[config.mk]
export PLATFORM = sky130hd
export DESIGN_NAME = i2pg_regmap
export DESIGN_NICKNAME = d
export VERILOG_FILES = /design/src/rtl/i2pg_pkg.sv /design/src/rtl/i2pg_addr_sniff.sv /design/src/rtl/i2pg_regmap.sv
export SDC_FILE = /design/constraint.sdc
export NUM_CORES = 1
export LEC_CHECK = 0
export ABC_AREA = 1
export ABC_CLOCK_PERIOD_IN_PS = 1750
export BUFFER_PORTS_ARGS = -buffer_cell sky130_fd_sc_hd__buf_2
export CORE_MARGIN = 4
export CORE_UTILIZATION = 31
export CTS_CLUSTER_SIZE = 24
export DETAILED_ROUTE_END_ITERATION = 16
export PLACE_DENSITY = 0.59
export SLEW_MARGIN = 20
export SYNTH_ARGS = -nofsm -noshare
export SYNTH_HDL_FRONTEND = slang
export SYNTH_SLANG_ARGS = --single-unit
[constraint.sdc]
create_clock -name core_clk -period 1.75 [get_ports core_clk]
set_clock_uncertainty 0.15 [all_clocks]
set_input_delay 0.0875 -clock core_clk [delete_from_list [all_inputs] [get_ports core_clk]]
set_output_delay 0.0875 -clock core_clk [all_outputs]
set_load 0.03 [all_outputs]
[src/rtl/i2pg_pkg.sv]
// ****************************************************************
// register map and field layout
// ****************************************************************
package i2pg_pkg;

   // word-aligned byte offsets on the bus
   localparam int unsigned ADR_W = 6;
   localparam logic [5:0] OFS_RECEIVE_DATA = 6'h00;
   localparam logic [5:0] OFS_TRANSMIT_DATA = 6'h04;
   localparam logic [5:0] OFS_BAUD_RELOAD = 6'h08;
   localparam logic [5:0] OFS_CONTROL_MAIN = 6'h0C;
   localparam logic [5:0] OFS_BUS_STATUS = 6'h10;
   localparam logic [5:0] OFS_OWN_ADDRESS = 6'h14;
   localparam logic [5:0] OFS_ADDRESS_MASK = 6'h18;
   localparam logic [5:0] OFS_CONTROL_LOW = 6'h1C;
   localparam logic [5:0] OFS_CONTROL_HIGH = 6'h20;
   localparam logic [5:0] OFS_PERIPH_DISABLE = 6'h24;

   // implemented bits, everything else reads zero
   localparam logic [15:0] MASK_RECEIVE_DATA = 16'h00FF;
   localparam logic [15:0] MASK_TRANSMIT_DATA = 16'h00FF;
   localparam logic [15:0] MASK_BAUD_RELOAD = 16'h01FF;
   localparam logic [15:0] MASK_CONTROL_MAIN = 16'hBFFF;
   localparam logic [15:0] MASK_BUS_STATUS = 16'hE7FF;
   localparam logic [15:0] MASK_OWN_ADDRESS = 16'h03FF;
   localparam logic [15:0] MASK_ADDRESS_MASK = 16'h03FF;
   localparam logic [15:0] MASK_CONTROL_HIGH = 16'h007F;
   localparam logic [15:0] MASK_PERIPH_DISABLE = 16'h0001;
   // status bits that software may clear by writing zero
   localparam logic [15:0] MASK_STATUS_SWCLR = 16'h0040;

   // field positions
   localparam int unsigned CON_ENABLE_BIT = 15;
   localparam int unsigned CON_STOP_IN_CPU_IDLE_BIT = 13;
   localparam int unsigned STAT_OVERFLOW_BIT = 6;
   localparam int unsigned STAT_STOP_BIT = 4;
   localparam int unsigned STAT_START_BIT = 3;
   localparam int unsigned STAT_RX_FULL_BIT = 1;
   localparam int unsigned PMD_MODULE_DISABLE_BIT = 0;

   // reset values
   localparam logic [15:0] RST_RECEIVE_DATA = 16'h0000;
   localparam logic [15:0] RST_TRANSMIT_DATA = 16'h0000;
   localparam logic [15:0] RST_BAUD_RELOAD = 16'h0000;
   localparam logic [15:0] RST_CONTROL_MAIN = 16'h0000;
   localparam logic [15:0] RST_BUS_STATUS = 16'h0000;
   localparam logic [15:0] RST_OWN_ADDRESS = 16'h0000;
   localparam logic [15:0] RST_ADDRESS_MASK = 16'h0000;
   localparam logic [15:0] RST_CONTROL_HIGH = 16'h0000;
   localparam logic [15:0] RST_PERIPH_DISABLE = 16'h0000;

   // bits per address byte seen on the serial bus
   localparam logic [3:0] BITS_PER_BYTE = 4'h8;

   // power state, one-hot
   typedef enum logic [2:0] {
      PS_RUN = 3'h1,
      PS_SAVE = 3'h2,
      PS_OFF = 3'h4
   } i2pg_pstate_t;

endpackage : i2pg_pkg

[src/rtl/i2pg_addr_sniff.sv]
`timescale 1ns/1ps
// ****************************************************************
// address sniffer, shifts on the bus clock rising edges
// ****************************************************************
module i2pg_addr_sniff (
   input wire logic core_clk,
   input wire logic arst_n,
   input wire logic run,
   input wire logic sclIn,
   input wire logic sdaIn,
   input wire logic [6:0] ownAddr,
   input wire logic [6:0] addrMask,
   output logic startSeen,
   output logic stopSeen,
   output logic matchHit,
   output logic [7:0] rxByte
);
   logic [1:0] sclSync_ff;
   logic [1:0] sdaSync_ff;
   logic sclDly_ff;
   logic sdaDly_ff;
   logic inFrame_ff;
   logic [3:0] bitCnt_ff;
   logic [7:0] shift_ff;
   logic sclRise;
   logic startEv;
   logic stopEv;

   // two flops per pin; only stage 1 feeds any logic
   always_ff @(posedge core_clk or negedge arst_n) begin
      if (!arst_n) begin
         sclSync_ff <= 2'h3;
         sdaSync_ff <= 2'h3;
         sclDly_ff <= 1'b1;
         sdaDly_ff <= 1'b1;
      end else begin
         sclSync_ff <= {sclSync_ff[0], sclIn};
         sdaSync_ff <= {sdaSync_ff[0], sdaIn};
         sclDly_ff <= sclSync_ff[1];
         sdaDly_ff <= sdaSync_ff[1];
      end
   end

   // start and stop are data edges while the clock is high
   assign sclRise = sclSync_ff[1] & ~sclDly_ff;
   assign startEv = sclSync_ff[1] & sclDly_ff & sdaDly_ff & ~sdaSync_ff[1];
   assign stopEv = sclSync_ff[1] & sclDly_ff & ~sdaDly_ff & sdaSync_ff[1];

   // only the first byte after a start is compared
   always_ff @(posedge core_clk or negedge arst_n) begin
      if (!arst_n) begin
         inFrame_ff <= 1'b0;
         bitCnt_ff <= 4'h0;
         shift_ff <= 8'h00;
         matchHit <= 1'b0;
         startSeen <= 1'b0;
         stopSeen <= 1'b0;
         rxByte <= 8'h00;
      end else if (!run) begin
         inFrame_ff <= 1'b0;
         bitCnt_ff <= 4'h0;
         matchHit <= 1'b0;
         startSeen <= 1'b0;
         stopSeen <= 1'b0;
      end else begin
         matchHit <= 1'b0;
         startSeen <= startEv;
         stopSeen <= stopEv;
         if (startEv) begin
            inFrame_ff <= 1'b1;
            bitCnt_ff <= 4'h0;
         end else if (stopEv) begin
            inFrame_ff <= 1'b0;
         end else if (inFrame_ff && sclRise) begin
            shift_ff <= {shift_ff[6:0], sdaSync_ff[1]};
            bitCnt_ff <= bitCnt_ff + 4'h1;
            if (bitCnt_ff == i2pg_pkg::BITS_PER_BYTE - 4'h1) begin
               inFrame_ff <= 1'b0;
               rxByte <= {shift_ff[6:0], sdaSync_ff[1]};
               // masked bits are don't-care in the compare
               matchHit <= ((shift_ff[6:0] ^ ownAddr) & ~addrMask) == 7'h00;
            end
         end
      end
   end
endmodule : i2pg_addr_sniff

[src/rtl/i2pg_regmap.sv]
`timescale 1ns/1ps
// Operation
// - Cpu idle with stop_in_cpu_idle set gives a sleep-like save state.
// - Cpu idle with stop_in_cpu_idle clear leaves the controller running.
// - Setting module_disable_bit stops every clock feeding the controller.
// - While disabled, register writes are dropped and reads are not valid.
// - The controller runs only while module_disable_bit is clear.
// - Reset disables the controller, ends bus traffic, restores registers.
// - Unimplemented register bits read as zero.
// - Entering or leaving a save state leaves register contents untouched.
// - Saving, the slave shifts on the bus clock and wakes on address match.
module i2pg_regmap (
   input wire logic core_clk,
   input wire logic arst_n,
   input wire logic wb_cyc_i,
   input wire logic wb_stb_i,
   input wire logic wb_we_i,
   input wire logic [i2pg_pkg::ADR_W-1:0] wb_adr_i,
   input wire logic [3:0] wb_sel_i,
   input wire logic [31:0] wb_dat_i,
   output logic [31:0] wb_dat_o,
   output logic wb_ack_o,
   input wire logic cpuIdle,
   input wire logic sclIn,
   input wire logic sdaIn,
   output logic ctrlClkRun,
   output logic powerSave,
   output logic engineEnable,
   output logic wakeReq
);

   // ****************************************************************
   // helpers
   // ****************************************************************

   // merge the two low byte lanes into a 16-bit register
   function automatic logic [15:0] laneMerge(
      input logic [15:0] old,
      input logic [31:0] wdat,
      input logic [3:0] sel,
      input logic [15:0] impl
   );
      logic [15:0] res;
      res = old;
      if (sel[0]) begin
         res[7:0] = wdat[7:0];
      end
      if (sel[1]) begin
         res[15:8] = wdat[15:8];
      end
      laneMerge = res & impl;
   endfunction : laneMerge

   // ****************************************************************
   // declarations
   // ****************************************************************
   logic [15:0] receiveData_ff;
   logic [15:0] transmitData_ff;
   logic [15:0] baudReload_ff;
   logic [15:0] controlMain_ff;
   logic [15:0] busStatus_ff;
   logic [15:0] ownAddress_ff;
   logic [15:0] addressMask_ff;
   logic [15:0] controlHigh_ff;
   logic [15:0] periphDisable_ff;
   i2pg_pkg::i2pg_pstate_t pstate_ff;
   i2pg_pkg::i2pg_pstate_t nxt_pstate;
   logic [15:0] nxt_busStatus;
   logic [15:0] rdWord;
   logic busReq;
   logic busWr;
   logic busRd;
   logic moduleOff;
   logic modWr;
   logic idleStop;
   logic startSeen;
   logic stopSeen;
   logic matchHit;
   logic [7:0] rxByte;

   // ****************************************************************
   // bus slave
   // ****************************************************************

   // the write and read side effects land on the ack edge, when the
   // master is known to sample; one wait state keeps data registered
   assign busReq = wb_cyc_i & wb_stb_i;
   assign busWr = busReq & wb_we_i & wb_ack_o;
   assign busRd = busReq & ~wb_we_i & wb_ack_o;

   assign moduleOff = periphDisable_ff[i2pg_pkg::PMD_MODULE_DISABLE_BIT];
   assign modWr = busWr & ~moduleOff;

   // ack one cycle after the request, dropped the cycle after
   always_ff @(posedge core_clk or negedge arst_n) begin
      if (!arst_n) begin
         wb_ack_o <= 1'b0;
      end else begin
         wb_ack_o <= busReq & ~wb_ack_o;
      end
   end

   // read multiplexer; unmapped offsets answer with zero
   always_comb begin
      rdWord = 16'h0000;
      unique case (wb_adr_i)
         i2pg_pkg::OFS_RECEIVE_DATA: rdWord = receiveData_ff;
         i2pg_pkg::OFS_TRANSMIT_DATA: rdWord = transmitData_ff;
         i2pg_pkg::OFS_BAUD_RELOAD: rdWord = baudReload_ff;
         i2pg_pkg::OFS_CONTROL_MAIN: rdWord = controlMain_ff;
         i2pg_pkg::OFS_CONTROL_LOW: rdWord = controlMain_ff;
         i2pg_pkg::OFS_BUS_STATUS: rdWord = busStatus_ff;
         i2pg_pkg::OFS_OWN_ADDRESS: rdWord = ownAddress_ff;
         i2pg_pkg::OFS_ADDRESS_MASK: rdWord = addressMask_ff;
         i2pg_pkg::OFS_CONTROL_HIGH: rdWord = controlHigh_ff;
         default: rdWord = 16'h0000;
      endcase
      // gated registers give a clean zero rather than stale data
      if (moduleOff) begin
         rdWord = 16'h0000;
      end
      // the disable register lives outside the gated clock domain
      if (wb_adr_i == i2pg_pkg::OFS_PERIPH_DISABLE) begin
         rdWord = periphDisable_ff;
      end
   end

   // read data captured on the request cycle, upper half zero
   always_ff @(posedge core_clk or negedge arst_n) begin
      if (!arst_n) begin
         wb_dat_o <= 32'h0000_0000;
      end else if (busReq && !wb_ack_o && !wb_we_i) begin
         wb_dat_o <= {16'h0000, rdWord};
      end else if (!busReq) begin
         wb_dat_o <= 32'h0000_0000;
      end
   end

   // ****************************************************************
   // peripheral disable register
   // ****************************************************************

   // always writable, so software can bring the module back
   always_ff @(posedge core_clk or negedge arst_n) begin
      if (!arst_n) begin
         periphDisable_ff <= i2pg_pkg::RST_PERIPH_DISABLE;
      end else if (busWr && wb_adr_i == i2pg_pkg::OFS_PERIPH_DISABLE) begin
         periphDisable_ff <= laneMerge(periphDisable_ff, wb_dat_i, wb_sel_i,
                                       i2pg_pkg::MASK_PERIPH_DISABLE);
      end
   end

   // ****************************************************************
   // software registers
   // ****************************************************************

   // plain storage; the power state never touches these
   always_ff @(posedge core_clk or negedge arst_n) begin
      if (!arst_n) begin
         transmitData_ff <= i2pg_pkg::RST_TRANSMIT_DATA;
         baudReload_ff <= i2pg_pkg::RST_BAUD_RELOAD;
         ownAddress_ff <= i2pg_pkg::RST_OWN_ADDRESS;
         addressMask_ff <= i2pg_pkg::RST_ADDRESS_MASK;
         controlHigh_ff <= i2pg_pkg::RST_CONTROL_HIGH;
      end else if (modWr) begin
         unique case (wb_adr_i)
            i2pg_pkg::OFS_TRANSMIT_DATA: begin
               transmitData_ff <= laneMerge(transmitData_ff, wb_dat_i,
                  wb_sel_i, i2pg_pkg::MASK_TRANSMIT_DATA);
            end
            i2pg_pkg::OFS_BAUD_RELOAD: begin
               baudReload_ff <= laneMerge(baudReload_ff, wb_dat_i,
                  wb_sel_i, i2pg_pkg::MASK_BAUD_RELOAD);
            end
            i2pg_pkg::OFS_OWN_ADDRESS: begin
               ownAddress_ff <= laneMerge(ownAddress_ff, wb_dat_i,
                  wb_sel_i, i2pg_pkg::MASK_OWN_ADDRESS);
            end
            i2pg_pkg::OFS_ADDRESS_MASK: begin
               addressMask_ff <= laneMerge(addressMask_ff, wb_dat_i,
                  wb_sel_i, i2pg_pkg::MASK_ADDRESS_MASK);
            end
            i2pg_pkg::OFS_CONTROL_HIGH: begin
               controlHigh_ff <= laneMerge(controlHigh_ff, wb_dat_i,
                  wb_sel_i, i2pg_pkg::MASK_CONTROL_HIGH);
            end
            default: begin
               transmitData_ff <= transmitData_ff;
            end
         endcase
      end
   end

   // control word, reachable at two offsets with one storage
   always_ff @(posedge core_clk or negedge arst_n) begin
      if (!arst_n) begin
         controlMain_ff <= i2pg_pkg::RST_CONTROL_MAIN;
      end else if (modWr && (wb_adr_i == i2pg_pkg::OFS_CONTROL_MAIN ||
                             wb_adr_i == i2pg_pkg::OFS_CONTROL_LOW)) begin
         controlMain_ff <= laneMerge(controlMain_ff, wb_dat_i, wb_sel_i,
                                     i2pg_pkg::MASK_CONTROL_MAIN);
      end
   end

   // ****************************************************************
   // address sniffer and receive path
   // ****************************************************************

   // kept running in the save state, the bus master supplies the clock
   i2pg_addr_sniff u_sniff (
      .core_clk(core_clk),
      .arst_n(arst_n),
      .run(~moduleOff),
      .sclIn(sclIn),
      .sdaIn(sdaIn),
      .ownAddr(ownAddress_ff[6:0]),
      .addrMask(addressMask_ff[6:0]),
      .startSeen(startSeen),
      .stopSeen(stopSeen),
      .matchHit(matchHit),
      .rxByte(rxByte)
   );

   // receive register only loads on a matching address
   always_ff @(posedge core_clk or negedge arst_n) begin
      if (!arst_n) begin
         receiveData_ff <= i2pg_pkg::RST_RECEIVE_DATA;
      end else if (matchHit) begin
         receiveData_ff <= {8'h00, rxByte} & i2pg_pkg::MASK_RECEIVE_DATA;
      end
   end

   // ****************************************************************
   // bus status
   // ****************************************************************

   // hardware sets win over a software clear in the same cycle
   always_comb begin
      nxt_busStatus = busStatus_ff;
      if (modWr && wb_adr_i == i2pg_pkg::OFS_BUS_STATUS && wb_sel_i[0]) begin
         nxt_busStatus = busStatus_ff &
            ~(i2pg_pkg::MASK_STATUS_SWCLR & ~{16'h0000 | wb_dat_i[15:0]});
      end
      if (busRd && !moduleOff && wb_adr_i == i2pg_pkg::OFS_RECEIVE_DATA) begin
         nxt_busStatus[i2pg_pkg::STAT_RX_FULL_BIT] = 1'b0;
      end
      if (startSeen) begin
         nxt_busStatus[i2pg_pkg::STAT_START_BIT] = 1'b1;
         nxt_busStatus[i2pg_pkg::STAT_STOP_BIT] = 1'b0;
      end
      if (stopSeen) begin
         nxt_busStatus[i2pg_pkg::STAT_STOP_BIT] = 1'b1;
         nxt_busStatus[i2pg_pkg::STAT_START_BIT] = 1'b0;
      end
      if (matchHit) begin
         // an unread byte being overwritten flags overflow
         if (busStatus_ff[i2pg_pkg::STAT_RX_FULL_BIT]) begin
            nxt_busStatus[i2pg_pkg::STAT_OVERFLOW_BIT] = 1'b1;
         end
         nxt_busStatus[i2pg_pkg::STAT_RX_FULL_BIT] = 1'b1;
      end
      nxt_busStatus = nxt_busStatus & i2pg_pkg::MASK_BUS_STATUS;
   end

   always_ff @(posedge core_clk or negedge arst_n) begin
      if (!arst_n) begin
         busStatus_ff <= i2pg_pkg::RST_BUS_STATUS;
      end else begin
         busStatus_ff <= nxt_busStatus;
      end
   end

   // ****************************************************************
   // power state
   // ****************************************************************

   assign idleStop = cpuIdle &
      controlMain_ff[i2pg_pkg::CON_STOP_IN_CPU_IDLE_BIT];

   // disable beats idle; idle with the stop bit clear keeps running
   always_comb begin
      nxt_pstate = pstate_ff;
      unique case (pstate_ff)
         i2pg_pkg::PS_RUN: begin
            if (moduleOff) begin
               nxt_pstate = i2pg_pkg::PS_OFF;
            end else if (idleStop) begin
               nxt_pstate = i2pg_pkg::PS_SAVE;
            end
         end
         i2pg_pkg::PS_SAVE: begin
            if (moduleOff) begin
               nxt_pstate = i2pg_pkg::PS_OFF;
            end else if (!idleStop) begin
               nxt_pstate = i2pg_pkg::PS_RUN;
            end
         end
         i2pg_pkg::PS_OFF: begin
            if (!moduleOff) begin
               nxt_pstate = i2pg_pkg::PS_RUN;
            end
         end
         default: begin
            nxt_pstate = i2pg_pkg::PS_OFF;
         end
      endcase
   end

   always_ff @(posedge core_clk or negedge arst_n) begin
      if (!arst_n) begin
         pstate_ff <= i2pg_pkg::PS_RUN;
      end else begin
         pstate_ff <= nxt_pstate;
      end
   end

   // outputs follow the next state so they line up with it
   always_ff @(posedge core_clk or negedge arst_n) begin
      if (!arst_n) begin
         ctrlClkRun <= 1'b1;
         powerSave <= 1'b0;
         engineEnable <= 1'b0;
      end else begin
         ctrlClkRun <= nxt_pstate != i2pg_pkg::PS_OFF;
         powerSave <= nxt_pstate == i2pg_pkg::PS_SAVE;
         // the engine needs both the enable bit and the run state
         engineEnable <= (nxt_pstate == i2pg_pkg::PS_RUN) &
            controlMain_ff[i2pg_pkg::CON_ENABLE_BIT];
      end
   end

   // wake pulse only matters while the controller is saving power
   always_ff @(posedge core_clk or negedge arst_n) begin
      if (!arst_n) begin
         wakeReq <= 1'b0;
      end else begin
         wakeReq <= matchHit & (pstate_ff == i2pg_pkg::PS_SAVE);
      end
   end

endmodule : i2pg_regmap

Yosys cells after proc, flatten, opt, wreduce, memory -nomap -nowiden
Index checks and enable logic that the tools add are counted.
Widths: inputs -> output; s select.

word-level totals
  register bits = 151
  output and inout port bits = 37
  word-level logic and storage cells = 153

cells by class
  $add $sub $neg = 1
  eq/ne operators = 18
  muxes and demuxes = 34
  bitwise logic cells = 30
  reduce and logical (&&, ||, !) cells = 36

operator list
  operator            number
  $pmux 16 s8         1
  $mux 32             2
  $mux 16             2
  $eq 6x5->1 const B  4
  $reduce_and 3->1    8
  $and 1x1->1         16
  $and 16x16->16      1
  $mux 1              16
  $mux 4              4
  $not 7->16          1
  $mux 3              5
  $not 7->7           2
  $eq 6x4->1 const B  2
  $eq 6x6->1 const B  2
  $reduce_and 2->1    5
  $logic_and 1x1->1   9
  $pmux 3 s3          1
  $reduce_bool 3->1   3
  $not 1->1           8
  $reduce_bool 4->1   2
  $and 7x7->7         1
  $logic_not 7->1     1
  $mux 7              1
  $xor 7x7->7         1
  other kinds (16)    21

Logic depth before layout (Yosys ltp)
  depth after elaboration = 9
  mapped depth = 11

Hierarchy
From an unflattened synthesis, not the netlist that was laid out.

second synthesis, totals
  cells, all modules = 671
  area total of the unflattened synthesis = 5,968.2 µm²

by module, submodules not included
  module           instances  cells an instance  area each (µm²)
  i2pg_regmap      1          522                4,598.2
  i2pg_addr_sniff  1          149                1,370.1

Worst setup path after synthesis
Ideal clock, no wire load.

  path kind = register -> register
  start = register wb_ack_o
  end = register controlHigh_ff[6]
  library setup time = 0.125 ns
  arrival = 1.423 ns
  required time = 1.475 ns
  setup slack = 0.052 ns
  stages on the path, launching flop included = 9
  path buffers = 1
  cells stage by stage = dfrtp_1 -> nand2_1 -> nor2_2 -> nand2_2 -> nor2_8 -> nand4_2 -> buf_2 -> nand2_1 -> o21ai_1

between the ends
  word-level cells in the longest chain between the ends = 3

ends and longest elaborated chain
  what                               line                RTL
  from (decl)                        i2pg_regmap.sv:22   output logic wb_ack_o,
  from (signal assigned)             i2pg_regmap.sv:99   wb_ack_o <= busReq & ~wb_ack_o;
  $and 1x1->1                        i2pg_regmap.sv:88   assign busWr = busReq & wb_we_i & wb_ack_o;
  $and 1x1->1                        i2pg_regmap.sv:92   assign modWr = busWr & ~moduleOff;
  $reduce_and 3->1 (no source line)  n/a
  to (signal assigned)               i2pg_regmap.sv:164  controlHigh_ff <= i2pg_pkg::RST_CONTROL_HIGH;
  to (signal assigned)               i2pg_regmap.sv:184  controlHigh_ff <= laneMerge(controlHigh_ff, wb_dat_i,
  to (decl)                          i2pg_regmap.sv:64   logic [15:0] controlHigh_ff;

Every way passes these cells.
A chain may end at the register's enable or synchronous reset.

Worst setup path after layout
  start = input port wb_stb_i
  end = register periphDisable_ff[0]

between the ends
  word-level cells in the longest chain between the ends = 5

ends and longest elaborated chain
  what                               line                RTL
  from (decl)                        i2pg_regmap.sv:16   input wire logic wb_stb_i,
  $and 1x1->1                        i2pg_regmap.sv:87   assign busReq = wb_cyc_i & wb_stb_i;
  $and 1x1->1 (2 in series)          i2pg_regmap.sv:88
  $logic_and 1x1->1                  i2pg_regmap.sv:147  end else if (busWr && wb_adr_i == i2pg_pkg::OFS_PERIPH_DISABLE) begin
  $reduce_and 2->1 (no source line)  n/a
  to (signal assigned)               i2pg_regmap.sv:146  periphDisable_ff <= i2pg_pkg::RST_PERIPH_DISABLE;
  to (signal assigned)               i2pg_regmap.sv:148  periphDisable_ff <= laneMerge(periphDisable_ff, wb_dat_i, wb_sel_i,
  to (decl)                          i2pg_regmap.sv:65   logic [15:0] periphDisable_ff;

Every way passes these cells.

==> impl_metrics.json <==
{
  "status": "complete, no violations",
  "p_leak_nw": 3.51,
  "coreArea_sq_mm": 0.0174,
  "slew_headroom_pct": 59.3,
  "ir_drop_uv": 527,
  "worstPathArrival_ns": 1.81,
  "die_area_sq_mm": 0.0201,
  "start_util_pct": 31.9,
  "hold_class": "input port to asynchronous set/reset pin",
  "seq_power_share_pct": 45.5,
  "die_x_um": 142,
  "yosysTopAreaCellShare_pct": 52.2,
  "num_rows": 48,
  "drt-vias-per-instance": 4.52,
  "syn_area_sq_mm": 0.00556,
  "p_switching_mw": 1.93,
  "yosysWarnings": 0,
  "critPathKind": "input port to register",
  "drive_gt1_share_pct": 18.8,
  "dr.pass1.iters": 5,
  "end_kind": "register",
  "numCtsBuffers": 17,
  "grt_max_degree": 31,
  "drc": 0,
  "dp_slack_ns": -0.0272,
  "post-route-util_pct": 39.9,
  "yosys-top-cells-area": "dfrtp_1 52%, nand2_1 14%, o21ai_1 5.7%, inv_1 3.8%, dfstp_2 3.8%",
  "dieHeight_um": 142,
  "wl_per_cell_um": 13.8,
  "grt_pass1_wl_um": 22400,
  "wirelength_um": 13500,
  "synth_cells": 643,
  "clkPwrFrac_pct": 41.8,
  "internal_power_mw": 5.36,
  "post-route-period-util_pct": 95.5,
  "grt.overflow.total": 0,
  "ys_types": 37,
  "port_buffers": 50,
  "rsz0062_at_grt": "yes",
  "antenna_found_initial": 0,
  "synthArstFlopShare_pct": 100,
  "worstMarginPinSlew_ns": 0.610,
  "synth_edf_count": 0,
  "fin_cells": 979,
  "area.growth.synth_to_final_pct": 25.0,
  "synth_seq_cells": 124,
  "critPathMaxFanout": 3,
  "yosysSeqAreaShare_pct": 56.0,
  "track_usage_pct": 14.2,
  "post-route-min-period_ns": 1.67,
  "clk_latency_ns": 0.41,
  "cts.sinks": 124,
  "synth_area_leader_cell": "dfrtp_1",
  "diodes": 0,
  "finalWorstSetupSlack_ns": 0.0790,
  "setup_viol": 0,
  "ios": 87,
  "hold_viol_final": 0,
  "avgSynthCellArea_sq_um": 8.65,
  "maxCapViolCount": 0,
  "regArea_sq_mm": 0.00311,
  "gp_congestion": 0.815,
  "antenna_left": 0,
  "vias": 4425,
  "multi_input_area_sq_mm": 0.00210,
  "power_frac_comb_pct": 12.8,
  "synth_ff_type": "dfrtp_1",
  "numPlacedInstances": 920,
  "slew_violations": 0,
  "cp.required_ns": 1.89,
  "place_hpwl_um": 9850,
  "cts_tree": "built",
  "clk_pin_slew_ns": 0.05,
  "num-nets-final": 794,
  "final_cell_mix": "200 x nand2_1, 116 x dfrtp_1, 63 x o21ai_1",
  "h-tree-depth": 4,
  "final_common_cell": "nand2_1",
  "hold_slack_ns": 0.0142,
  "fmax_ghz": 0.598,
  "start_kind": "input port",
  "cts_root_buf": "clkbuf_16",
  "cts.path.max_buffers": 2,
  "drt_first_iter_violations": 393,
  "power.density_mw_per_mm2": 1050,
  "n_fill_cell": 1773,
  "first_global_vias": 4330,
  "swShare_pct": 26.5
}
==> final timing paths <==
check                      slack, ns                     to  cells past startpoint                   from
min in group core_clk           0.04      controlMain_ff[8]                      5            wb_sel_i[1]
setup / recovery                0.08    periphDisable_ff[0]                     10               wb_stb_i
setup reg to reg                0.11    periphDisable_ff[0]                      6               wb_ack_o
hold reg to reg                 0.20  u_sniff.sclSync_ff[1]                      0  u_sniff.sclSync_ff[0]
hold / removal                  0.01            wb_dat_o[9]                      2                 arst_n
max in group asynchronous       0.82  u_sniff.sclSync_ff[0]                      3                 arst_n
==> area by class of cell <==
cell class                      instances  share of cell area, %
Multi-Input combinational cell        439                   30.2
Timing Repair Buffer                   95                   10.1
Clock inverter                          2                  0.144
Sequential cell                       124                   44.8
Tap cell                              225                   4.05
Clock buffer                           28                   7.15
Inverter                               66                   3.58
==> metal layers <==
metal	wire [um]	global-route usage [%]	vias up
li1	-	-	2232
met1	6570	19.9	2060
met2	6020	21.4	115
met3	661	3.13	18
met4	244	5.66	0
met5	0	0	-
==> Yosys cell counts, types with 5 or more instances <==
| library cell | count |
|---|---|
| nand4_1 | 6 |
| dfstp_2 | 8 |
| inv_1 | 57 |
| o21ai_0 | 23 |
| a21oi_1 | 12 |
| dfrtp_1 | 116 |
| buf_2 | 8 |
| nand2_1 | 201 |
| nor2_4 | 8 |
| nor3_1 | 5 |
| a22oi_1 | 8 |
| nor2_2 | 7 |
| nor2_1 | 38 |
| nand3_1 | 21 |
| o21ai_1 | 63 |
| nand2_2 | 9 |
| buf_4 | 19 |
| inv_2 | 8 |
==> power by group through the flow <==
stage / combinational, mW / sequential [mW] / clock [mW]
floorplan: 0.557 / 3.38 / 0
finish: 0.930 / 3.31 / 3.04
global placement: 0.874 / 3.36 / 0
detailed placement: 0.896 / 3.36 / 0
CTS: 0.940 / 3.31 / 3.12
global route: 1.07 / 3.35 / 3.23
==> worst max-delay path, stage by stage <==
cell           delay, ns
dlygate4sd3_1       0.52
buf_2               0.10
nand2_2             0.07
inv_2               0.05
nand2_1             0.07
nor2_2              0.12
nand3_1             0.11
nand2_1             0.06
o21ai_0             0.06
dlygate4sd3_1       0.56
==> state kept, by name, summed over array words and instances, names as in the netlist, 3 cells and up <==
signal,cells
u_sniff.bitCnt_ff,4
u_sniff.shift_ff,7
u_sniff.rxByte,8
ownAddress_ff,10
controlHigh_ff,7
busStatus_ff,4
baudReload_ff,9
pstate_ff,3
controlMain_ff,15
receiveData_ff,8
transmitData_ff,8
wb_dat_o,15
addressMask_ff,10
==> kinds of logic (layout without fill, tap and decap cells) <==
| family | Yosys count | in the layout | synth area share [%] |
|---|---|---|---|
| AO/OA/AOI/OAI | 116 | 116 | 11.4 |
| XOR/XNOR | 3 | 3 | 0.473 |
| adder cells (fa/ha/maj) | 1 | 1 | 0.225 |
| buffers and inverters | 96 | 191 | 7.97 |
| flip-flops | 124 | 124 | 56.0 |
| other | 1 | 17 | 0.0675 |
| AND/OR/NAND/NOR | 302 | 302 | 23.9 |
==> per-stage QoR <==
step / cell area [sq um] / power [mW] / setup TNS, ns
global route: 6950 / 7.64 / -0.0842
floorplan: 5620 / 3.94 / 0
detailed placement: 6120 / 4.26 / -0.0979
global placement: 6120 / 4.23 / 0
finish: 6950 / 7.29 / 0
CTS: 6870 / 7.37 / 0
==> timing repair <==
item / 4_1_cts / 5_1_grt
hold buffers: 24 / 0
endpoints found under the hold margin: 186 / 0
gates cloned: 0 / 0
pin swaps: 0 / 1
resized for setup: 1 / 7
endpoints found under the setup margin: 14 / 55
buffers inserted: 0 / 5
(Power assumes the default switching activity.)
